===== src/rtl/nv_ctrl_map.svh =====
// Constants for the nonvolatile SRAM host controller.
`ifndef NV_CTRL_MAP_SVH
`define NV_CTRL_MAP_SVH
`define CLK_PERIOD_NS      10
`define CYC_NS             30
`define CYC_CYCLES         ((`CYC_NS + `CLK_PERIOD_NS - 1) / `CLK_PERIOD_NS)
`define HW_PULSE_NS        20
`define HW_PULSE_CYCLES    ((`HW_PULSE_NS + `CLK_PERIOD_NS - 1) / `CLK_PERIOD_NS)
`define STORE_MS           10
`define STORE_CYCLES       (`STORE_MS * 1000000 / `CLK_PERIOD_NS)
`define RECALL_US          20
`define RECALL_CYCLES      (`RECALL_US * 1000 / `CLK_PERIOD_NS)
`define KEY0               15'h0e38
`define KEY1               15'h31c7
`define KEY2               15'h03e0
`define KEY3               15'h3c1f
`define KEY4               15'h303f
`define KEY_STORE          15'h0fc0
`define KEY_RECALL         15'h0c63
`endif


===== src/rtl/nv_ctrl_pkg.sv =====
// Types for the nonvolatile SRAM host controller.
`default_nettype none
package nv_ctrl_pkg;
	typedef enum logic [1:0] {OP_READ, OP_WRITE, OP_SW_STORE, OP_SW_RECALL} op_e;
	typedef enum logic [2:0] {S_IDLE, S_ACT, S_GAP, S_WAIT_NV, S_HW_LOW, S_HW_WAIT} state_e;
endpackage : nv_ctrl_pkg
`default_nettype wire


===== src/rtl/nv_pin_if.sv =====
// Pin bundle between the sequencer and the pin driver.
`default_nettype none
interface nv_pin_if;
	logic        cs_n;
	logic        oe_n;
	logic        we_n;
	logic [14:0] addr;
	logic [7:0]  dout;
	logic        dq_oe;
	logic        sb_low;
	modport seq (output cs_n, oe_n, we_n, addr, dout, dq_oe, sb_low);
	modport drv (input cs_n, oe_n, we_n, addr, dout, dq_oe, sb_low);
endinterface : nv_pin_if
`default_nettype wire


===== src/rtl/nv_ctrl.sv =====
// Host controller driving a nonvolatile-shadowed SRAM over its async pins.
`include "nv_ctrl_map.svh"
`default_nettype none
module nv_ctrl import nv_ctrl_pkg::*; #(
	parameter int STORE_CYC  = `STORE_CYCLES,
	parameter int RECALL_CYC = `RECALL_CYCLES
) (
	// Clock and reset
	input  wire logic        clk_i,
	input  wire logic        rst_i,
	// Command port
	input  wire logic        req_i,
	input  wire logic [1:0]  op_i,
	input  wire logic        hw_store_i,
	input  wire logic [14:0] addr_i,
	input  wire logic [7:0]  wdata_i,
	output var  logic        busy_o,
	output var  logic        done_o,
	output var  logic [7:0]  rdata_o,
	// Device pins
	output var  logic        cs_n_o,
	output var  logic        oe_n_o,
	output var  logic        we_n_o,
	output var  logic [14:0] addr_o,
	input  wire logic [7:0]  dq_i,
	output var  logic [7:0]  dq_o,
	output var  logic        dq_oe_o,
	input  wire logic        sb_i,
	output var  logic        sb_o,
	output var  logic        sb_oe_o
);
	function automatic logic [14:0] key_addr(input logic [2:0] i, input logic rec);
		case (i)
			3'h0: key_addr = `KEY0;
			3'h1: key_addr = `KEY1;
			3'h2: key_addr = `KEY2;
			3'h3: key_addr = `KEY3;
			3'h4: key_addr = `KEY4;
			default: key_addr = rec ? `KEY_RECALL : `KEY_STORE;
		endcase
	endfunction : key_addr

	nv_pin_if pif ();
	state_e st_r, st_nxt;
	logic [31:0] cnt_r, cnt_nxt;
	logic [2:0]  key_r, key_nxt;
	logic [1:0]  op_r, op_nxt;
	logic [14:0] a_r, a_nxt;
	logic [7:0]  wd_r, wd_nxt, rd_nxt;
	logic        done_nxt, busy_nxt;

	always_comb begin
		st_nxt   = st_r;
		cnt_nxt  = (cnt_r != 32'h0) ? cnt_r - 32'h1 : 32'h0;
		key_nxt  = key_r;
		op_nxt   = op_r;
		a_nxt    = a_r;
		wd_nxt   = wd_r;
		rd_nxt   = rdata_o;
		done_nxt = 1'b0;
		busy_nxt = (st_r != S_IDLE);
		pif.cs_n = 1'b1;
		pif.oe_n = 1'b1;
		pif.we_n = 1'b1;
		pif.addr = a_r;
		pif.dout = wd_r;
		pif.dq_oe = 1'b0;
		pif.sb_low = 1'b0;
		case (st_r)
			S_IDLE: begin
				// A low busy pin means a store is running; no access starts.
				if (!sb_i) begin
					st_nxt = S_HW_WAIT;
				end else if (hw_store_i) begin
					st_nxt  = S_HW_LOW;
					cnt_nxt = 32'(`HW_PULSE_CYCLES);
					busy_nxt = 1'b1;
				end else if (req_i) begin
					op_nxt  = op_i;
					a_nxt   = addr_i;
					wd_nxt  = wdata_i;
					key_nxt = 3'h0;
					st_nxt  = S_ACT;
					cnt_nxt = 32'(`CYC_CYCLES);
					busy_nxt = 1'b1;
					// Key sequence addresses: top bit left zero.
					if (op_i == OP_SW_STORE || op_i == OP_SW_RECALL) begin
						a_nxt = key_addr(3'h0, op_i == OP_SW_RECALL);
					end
				end
			end
			S_ACT: begin
				pif.cs_n = 1'b0;
				case (op_r)
					OP_WRITE: begin
						pif.we_n  = 1'b0;
						pif.oe_n  = 1'b1;
						pif.dq_oe = 1'b1;
					end
					OP_READ: pif.oe_n = 1'b0;
					default: pif.oe_n = 1'b1;
				endcase
				if (cnt_r == 32'h1) begin
					if (op_r == OP_READ) begin
						rd_nxt = dq_i;
					end
					st_nxt  = S_GAP;
					cnt_nxt = 32'(`CYC_CYCLES);
				end
			end
			S_GAP: begin
				// Chip select rises between key reads so each one is select-clocked.
				if (cnt_r == 32'h1) begin
					if ((op_r == OP_SW_STORE || op_r == OP_SW_RECALL) && key_r != 3'h5) begin
						key_nxt = key_r + 3'h1;
						a_nxt   = key_addr(key_r + 3'h1, op_r == OP_SW_RECALL);
						st_nxt  = S_ACT;
						cnt_nxt = 32'(`CYC_CYCLES);
					end else if (op_r == OP_SW_STORE) begin
						st_nxt  = S_WAIT_NV;
						cnt_nxt = 32'(STORE_CYC);
					end else if (op_r == OP_SW_RECALL) begin
						st_nxt  = S_WAIT_NV;
						cnt_nxt = 32'(RECALL_CYC);
					end else begin
						st_nxt   = S_IDLE;
						done_nxt = 1'b1;
					end
				end
			end
			S_WAIT_NV: begin
				// Data pins stay released through the whole nonvolatile cycle.
				if (cnt_r == 32'h1) begin
					st_nxt   = S_IDLE;
					done_nxt = 1'b1;
				end
			end
			S_HW_LOW: begin
				pif.sb_low = 1'b1;
				if (cnt_r == 32'h1) begin
					st_nxt  = S_HW_WAIT;
					cnt_nxt = 32'(STORE_CYC);
				end
			end
			S_HW_WAIT: begin
				// Pin may stay high if no write was pending or below threshold.
				if (sb_i && cnt_r <= 32'h1) begin
					st_nxt   = S_IDLE;
					done_nxt = 1'b1;
				end
			end
			default: st_nxt = S_IDLE;
		endcase
	end

	always_ff @(posedge clk_i) begin
		if (rst_i) begin
			// Wait out a possible power-up recall before first access.
			st_r    <= S_WAIT_NV;
			cnt_r   <= 32'(RECALL_CYC);
			key_r   <= 3'h0;
			op_r    <= 2'h0;
			a_r     <= 15'h0000;
			wd_r    <= 8'h00;
			rdata_o <= 8'h00;
			done_o  <= 1'b0;
			busy_o  <= 1'b1;
		end else begin
			st_r    <= st_nxt;
			cnt_r   <= cnt_nxt;
			key_r   <= key_nxt;
			op_r    <= op_nxt;
			a_r     <= a_nxt;
			wd_r    <= wd_nxt;
			rdata_o <= rd_nxt;
			done_o  <= done_nxt;
			busy_o  <= busy_nxt;
		end
	end

	nv_pin_drv u_drv (
		.clk_i   (clk_i),
		.rst_i   (rst_i),
		.p       (pif),
		.cs_n_o  (cs_n_o),
		.oe_n_o  (oe_n_o),
		.we_n_o  (we_n_o),
		.addr_o  (addr_o),
		.dq_o    (dq_o),
		.dq_oe_o (dq_oe_o),
		.sb_o    (sb_o),
		.sb_oe_o (sb_oe_o)
	);

	chk_write_oe_high: assert property (@(posedge clk_i) disable iff (rst_i)
		!we_n_o |-> oe_n_o) else $error("output enable low during write");
	chk_key_we_high: assert property (@(posedge clk_i) disable iff (rst_i)
		(st_r == S_ACT && op_r[1]) |=> we_n_o) else $error("strobe low in key read");
	chk_key_addr_top: assert property (@(posedge clk_i) disable iff (rst_i)
		(st_r == S_ACT && op_r[1]) |-> !a_r[14]) else $error("key address top bit set");
	chk_no_write_busy: assert property (@(posedge clk_i) disable iff (rst_i)
		(st_r == S_IDLE && !sb_i) |=> st_r != S_ACT) else $error("access while busy");
	chk_dq_off_nv: assert property (@(posedge clk_i) disable iff (rst_i)
		(st_r == S_WAIT_NV) |=> !dq_oe_o && cs_n_o) else $error("pins driven in nv cycle");
	chk_hw_pulse: assert property (@(posedge clk_i) disable iff (rst_i)
		$rose(sb_oe_o) |-> sb_oe_o[*2]) else $error("store pulse too short");
	chk_write_addr: assert property (@(posedge clk_i) disable iff (rst_i)
		(!we_n_o && $past(!we_n_o)) |-> $stable(addr_o)) else $error("address moved in write");
	chk_read_pins: assert property (@(posedge clk_i) disable iff (rst_i)
		(st_r == S_ACT && op_r == OP_READ) |=> !cs_n_o && !oe_n_o && we_n_o)
		else $error("read pins wrong");
endmodule : nv_ctrl
`default_nettype wire


===== src/rtl/nv_pin_drv.sv =====
// Registered pin stage so every pin comes straight from a flip-flop.
`default_nettype none
module nv_pin_drv (
	// Clock and reset
	input  wire logic        clk_i,
	input  wire logic        rst_i,
	// From sequencer
	nv_pin_if.drv            p,
	// Pins
	output var  logic        cs_n_o,
	output var  logic        oe_n_o,
	output var  logic        we_n_o,
	output var  logic [14:0] addr_o,
	output var  logic [7:0]  dq_o,
	output var  logic        dq_oe_o,
	output var  logic        sb_o,
	output var  logic        sb_oe_o
);
	always_ff @(posedge clk_i) begin
		if (rst_i) begin
			cs_n_o  <= 1'b1;
			oe_n_o  <= 1'b1;
			we_n_o  <= 1'b1;
			addr_o  <= 15'h0000;
			dq_o    <= 8'h00;
			dq_oe_o <= 1'b0;
			sb_oe_o <= 1'b0;
		end else begin
			cs_n_o  <= p.cs_n;
			oe_n_o  <= p.oe_n;
			we_n_o  <= p.we_n;
			addr_o  <= p.addr;
			dq_o    <= p.dout;
			dq_oe_o <= p.dq_oe;
			sb_oe_o <= p.sb_low;
		end
	end
	// Open-drain: the level driven is always low.
	always_ff @(posedge clk_i) begin
		sb_o <= 1'b0;
	end
endmodule : nv_pin_drv
`default_nettype wire


===== config.mk =====
export PLATFORM = sky130hd
export DESIGN_NAME = nv_ctrl
export DESIGN_NICKNAME = d
export VERILOG_FILES = /design/src/rtl/nv_ctrl_pkg.sv /design/src/rtl/nv_pin_if.sv /design/src/rtl/nv_ctrl.sv /design/src/rtl/nv_pin_drv.sv
export VERILOG_INCLUDE_DIRS = /design/src /design/src/rtl
export SDC_FILE = /design/constraint.sdc
export NUM_CORES = 1
export LEC_CHECK = 0
export CORE_ASPECT_RATIO = 1.4
export CORE_UTILIZATION = 60
export DETAILED_ROUTE_END_ITERATION = 7
export DONT_BUFFER_PORTS = 1
export PLACE_DENSITY_LB_ADDON = 0.2
export SLEW_MARGIN = 20
export SYNTH_ARGS = -nofsm -noshare
export SYNTH_HDL_FRONTEND = slang
export SYNTH_SLANG_ARGS = --single-unit
export TNS_END_PERCENT = 20

===== constraint.sdc =====
create_clock -name clk_i -period 4.8 [get_ports clk_i]
set_input_delay 0 -clock clk_i [delete_from_list [all_inputs] [get_ports clk_i]]
set_output_delay 0 -clock clk_i [all_outputs]
set_load 0.03 [all_outputs]

# After elaboration in Yosys (flattened, before gate mapping)
# Cells that the tools add are included.
# Widths: inputs -> output; s select.
word_totals:
  regBits: 101
  mem_count: 0
  inputBits: 38
  rom_bits: 0
  ramBits: 0
  latch_bits: 0
  out_inout_bits: 39
classes:
  shifts: 0
  n_bitwise: 2
  div: 0
  multipliers: 0
  order_cmp: 1
  eq_ne: 26
  n_reduce_logical: 15
  n_addsub: 2
  n_mux: 54
ops:
  columns: ["op", "n"]
  rows:
  - ["$mux 32", 10]
  - ["$pmux 32 s4", 1]
  - ["$mux 15", 6]
  - ["$pmux 14 s5", 1]
  - ["$mux 3", 13]
  - ["$eq 32x1->1 const B", 1]
  - ["$le 32x1->1 const B", 1]
  - ["$reduce_bool 32->1", 1]
  - ["$sub 32x1->32 const B", 1]
  - ["$pmux 15 s2", 1]
  - ["$ne 2x2->1 const B", 9]
  - ["$pmux 3 s6", 1]
  - ["$mux 1", 15]
  - ["$eq 3x2->1 const B", 4]
  - ["$reduce_and 6->1", 2]
  - ["$mux 10", 1]
  - ["$eq 3x3->1 const B", 3]
  - ["$eq 2x2->1 const B", 4]
  - ["$eq 3x1->1 const B", 2]
  - ["$logic_not 3->1", 2]
  - ["$mux 2", 3]
  - ["$pmux 3 s2", 1]
  - ["$ne 4x4->1 const B", 1]
  - ["$reduce_and 4->1", 1]
  - ["12 further kinds", 15]

# Depth between registers and ports, before layout
depth:
  ltp_word: 7
  mapped_depth: 10

# Hierarchy
# A second synthesis with hierarchy kept.
unflattened:
  cells_unflattened: 532
  hier_area_um2: 4640.7
modules_own_cells:
  columns: ["module", "seq_area_each_um2", "cells_per_inst", "area_per_inst_um2", "n_inst"]
  rows:
  - ["nv_ctrl", 1461.4, 472, 3868.7, 1]
  - ["nv_pin_drv", 560.5, 60, 772.0, 1]

# Worst setup path after synthesis
# OpenSTA, ideal clock, no wires.
synth_timing:
  kind: "register to register"
  start: "reg cnt_r[9]"
  end: "reg cnt_r[23]"
  path_slack_ps: 2476
  synth_period_minus_slack_ps: 2324
  setup_time_ps: 115
  arrival_time_ps: 2209
  path_stages_with_launch: 8
  cell_sequence: "dfxtp_1 -> or4_4 -> or4b_4 -> nor4_4 -> nor2_2 -> nand2_4 -> buf_8 -> nor2_1"
synth_between:
  elab_chain_len: 7
synth_rtl:
  columns: ["element", "line_no", "text"]
  rows:
  - ["start: declaration", "nv_ctrl.sv:45", "logic [31:0] cnt_r, cnt_nxt;"]
  - ["start signal: assignment", "nv_ctrl.sv:160", "cnt_r <= 32'(RECALL_CYC);"]
  - ["start signal: assignment", "nv_ctrl.sv:170", "cnt_r <= cnt_nxt;"]
  - ["$sub 32x1->32 / $reduce_bool 32->1 (equally long branches)", "nv_ctrl.sv:54", "cnt_nxt = (cnt_r != 32'h0) ? cnt_r - 32'h1 : 32'h0;"]
  - ["$mux 32", "nv_ctrl.sv:54", null]
  - ["$mux 32", "nv_ctrl.sv:122", "end else if (op_r == OP_SW_RECALL) begin"]
  - ["$mux 32", "nv_ctrl.sv:119", "end else if (op_r == OP_SW_STORE) begin"]
  - ["$mux 32", "nv_ctrl.sv:114", "if ((op_r == OP_SW_STORE || op_r == OP_SW_RECALL) && key_r != 3'h5) begin"]
  - ["$mux 32", "nv_ctrl.sv:113", "if (cnt_r == 32'h1) begin"]
  - ["$pmux 32 s4 *", "nv_ctrl.sv:69", "case (st_r)"]
# Every way passes the cells marked *; elsewhere a longest branch is shown, timed or not.
# A chain may end at the register's enable or synchronous reset.

# Worst setup path in the final report
layout_timing:
  start: "reg st_r[1]"
  end: "reg key_r[1]"
layout_between:
  elab_chain_len: 3
layout_rtl:
  columns: ["element", "line_no", "text"]
  rows:
  - ["start: declaration", "nv_ctrl.sv:44", "state_e st_r, st_nxt;"]
  - ["start signal: assignment", "nv_ctrl.sv:169", "st_r <= st_nxt;"]
  - ["$eq 3x2->1 / $logic_not 3->1 (equally long branches)", "nv_ctrl.sv:69", null]
  - ["$ne 2x2->1 (no line) / $reduce_bool 2->1 (equally long branches)", null, null]
  - ["$reduce_and 6->1 (no line)", null, null]
  - ["end signal: assignment", "nv_ctrl.sv:171", "key_r <= key_nxt;"]
  - ["end: declaration", "nv_ctrl.sv:46", "logic [2:0] key_r, key_nxt;"]
# Parallel ways exist; a longest one is shown, timed or not.

==> results.ini <==
[outcome]
run_status=finished, final reports clean

[logic_synthesis]
synth_seq_cells=101
yosys.area_share.simple_pct=26.4
postSynthCellCount=515
synth-seq-area-share_pct=44.7
yosys_warnings=0
synthArstFlopShare_pct=0
yosysTopAreaCell=dfxtp_1
synth.top_cells.by_area=dfxtp_1 45%, nor2_1 5.7%, mux2i_1 4.0%
synthDistinctLibCells=60
postSynthAreaPerCell_um2=8.78
synth_compound_area_share_pct=14.4
ys_dominant_reg_cell=dfxtp_1
syn-num-nets=561
synth_edf_count=0
synth_top_family_by_area=simple AND/OR/NAND/NOR gates
synth_top_area_share_pct=44.7
synth_xor_area_share_pct=5.03
yosys.area_share.adder_pct=2.21
synth_area_um2=4520
muxShareOfSynthArea_pct=3.98

[die]
core_area_um2=7310
fp-row-count=37
die_w_um=75.4
io_pins=77
start_util_pct=61.8
die_h_um=105
dieArea_um2=7890

[power_and_ir_drop]
cell_internal_pwr_uw=1150
power_uw=1550
share_comb_of_total_power_pct=7.3
power_density_nw_per_um2=298
p_seq_share_pct=55.4
p_clk_share_pct=37.2
max-vdd-ir-drop_uv=217
p_switching_uw=396
power.leakage_uw=0.00193
switching_share_pct=25.6

[sta]
final.setup_skew_ps=8.84
finalSetupViolCount=0
finalHoldViolCount=0
rsz0062_at_grt=no
relSlewSlack_pct=46.1
tightest_slew_ps=805
fin_hold_ws_ps=8.65
drv_slew=0
fin_crit_ps=3120
finalSetupTns_ps=0
period_share_pct=65.0
clock.fmax_mhz=321

[critical_path]
cp_slowest_cell=nor2_1
crit_required_ps=5080
path_class=reg -> reg
r2r-start=st_r[1]$_SDFFE_PP1P_
cp_max_fo=27
cp_common_cell=a21oi_1
setup.worst_path.end_class=register
regToRegSetupSlack_ps=1680
crit_family=simple AND/OR/NAND/NOR gates
cp_slowest_stage_delay_ps=660
crit_buf_inv=1
crit_chain=nand2b_1, nor2_1, a21oi_1, a21o_1, nand2_1, a21oi_1, dlygate4sd3_1
r2r_end=key_r[1]$_SDFFE_PP0P_
crit_arrival_ps=3400
ff2ff_path_depth=7
start_kind=register

[drt]
vias=3688
via_per_inst=5.72
antenna_left=0
routedWlPerCell_um=15.7
drtIter0Drc=193
first_pass_iters=4
drc=0
drt-total-wl_um=10100

[cells_and_area]
final_util_pct=70.9
drive_gt1_share_pct=6.39
num_antenna_cells=0
n_fill_cell=588
final_net_count=589
mostFrequentLayoutCells=101 x dfxtp_1, 69 x nor2_1, 45 x nand2_1
stdcell_area_um2=5180
area_growth_pct=14.6
mostFrequentLayoutCell=dfxtp_1

[clock_network]
htree_levels=3
hold_buffers=40
clk_pin_slew_ps=100
clkLatencyLatePin_ps=380
cts_root_buf=clkbuf_8
numCtsBuffers=9
clock-sinks=101
cts_repair_resize_count=0
cts_setup_buffers=0
cts_tree=built
cts_buffer_depth=2

[flow_run]
cap_viol_max_count=0

[global_routing]
grt_max_degree=69
grt_pass1_vias=3621
grt_pass1_wl_um=16500
grt.overflow.total=0
antenna_found_initial=0
grt_usage_pct=27.4

[place]
postPlaceCellArea_um2=4550
place_congestion=0.869
dp_hpwl_um=6760
portBuffers=0

[min_path]
hold_class=in -> reg
hold_depth=3
min_from=addr_i[6]
hold-path-endpoint=a_r[6]$_SDFFE_PP0P_

-- registers in the layout, indices dropped and copies added, names as in the netlist, 2 cells and up --
| register | cells |
|---|---|
| key_r | 3 |
| u_drv.dq_o | 8 |
| op_r | 2 |
| pif.dout | 8 |
| cnt_r | 32 |
| rdata_o | 8 |
| a_r | 15 |
| u_drv.addr_o | 15 |
| st_r | 3 |
-- layer usage --
metal  part of all wire (%)  track usage, %  vias to the layer above
met5                      0               0                        -
li1                       -               -                     1851
met2                     53            47.8                       88
met4                    3.7            16.0                        0
met3                    3.8            4.15                       32
met1                     39            30.1                     1717
-- worst max path at each step --
stage,start,depth (start not counted),to,slack [ps]
after global routing,cnt_r[16]$_SDFF_PP0_,7,key_r[1]$_SDFFE_PP0P_,1430
after floorplan,cnt_r[9]$_SDFF_PP1_,7,cnt_r[23]$_SDFF_PP0_,2480
after detailed placement,cnt_r[16]$_SDFF_PP0_,6,a_r[0]$_SDFFE_PP0P_,2170
after CTS,cnt_r[16]$_SDFF_PP0_,7,key_r[1]$_SDFFE_PP0P_,1710
after global placement,cnt_r[16]$_SDFF_PP0_,6,a_r[1]$_SDFFE_PP0P_,2280
final,st_r[1]$_SDFFE_PP1P_,7,key_r[1]$_SDFFE_PP0P_,1680
-- area by class of cell --
type                            count  area (µm²)  area share [%]
Clock buffer                        9         124            2.39
Clock inverter                      7        92.6            1.79
Inverter                            9        33.8           0.652
Multi-Input combinational cell    380        2360            45.5
Sequential cell                   101        2020            39.0
Tap cell                           97         121            2.34
Timing Repair Buffer               42         433            8.35
-- cell usage after synthesis, types with 4 or more instances --
library cell  instances
nand2b_1              9
dfxtp_1             101
o31ai_1              11
nand3_1              15
nand3b_1              5
a21o_1                4
xor2_1               16
nor2b_1              26
mux2i_1              18
nor4_1                7
clkbuf_1             19
o21ai_0              31
nand4_1               4
ha_1                  8
inv_1                 9
nand2_1              45
a31oi_1               4
xnor2_1              10
nor3_1               15
nor2_1               69
a21oi_1              31
buf_2                 4
-- cell families (layout without fill, tap and decap cells) --
logic type	count (synthesis)	after routing
flops	101	101
mux	18	18
simple gates	222	222
other cells	1	1
xor+xnor	26	26
fa+ha+maj	8	8
compound gates	105	105
buf+inv	34	67
-- through the flow --
step	worst slack (ps)	instances
floorplan	2480	515
global placement	2280	589
detailed placement	2170	589
CTS	1710	645
global route	1430	645
finish	1680	645
-- worst register-to-register path, cell delays in order (launching register included) --
cell and delay, ps:
dfxtp_1 630, nand2b_1 210, nor2_1 660, a21oi_1 220, a21o_1 500, nand2_1 180, a21oi_1 70, dlygate4sd3_1 550
-- power groups by stage --
stage	registers, µW	logic [µW]	clock network [µW]
after floorplan	872	71.7	0
after global placement	877	74.8	0
after detailed placement	877	75.3	0
after CTS	858	114	582
after global routing	859	123	616
final	858	114	576
(Power assumes the default switching activity.)
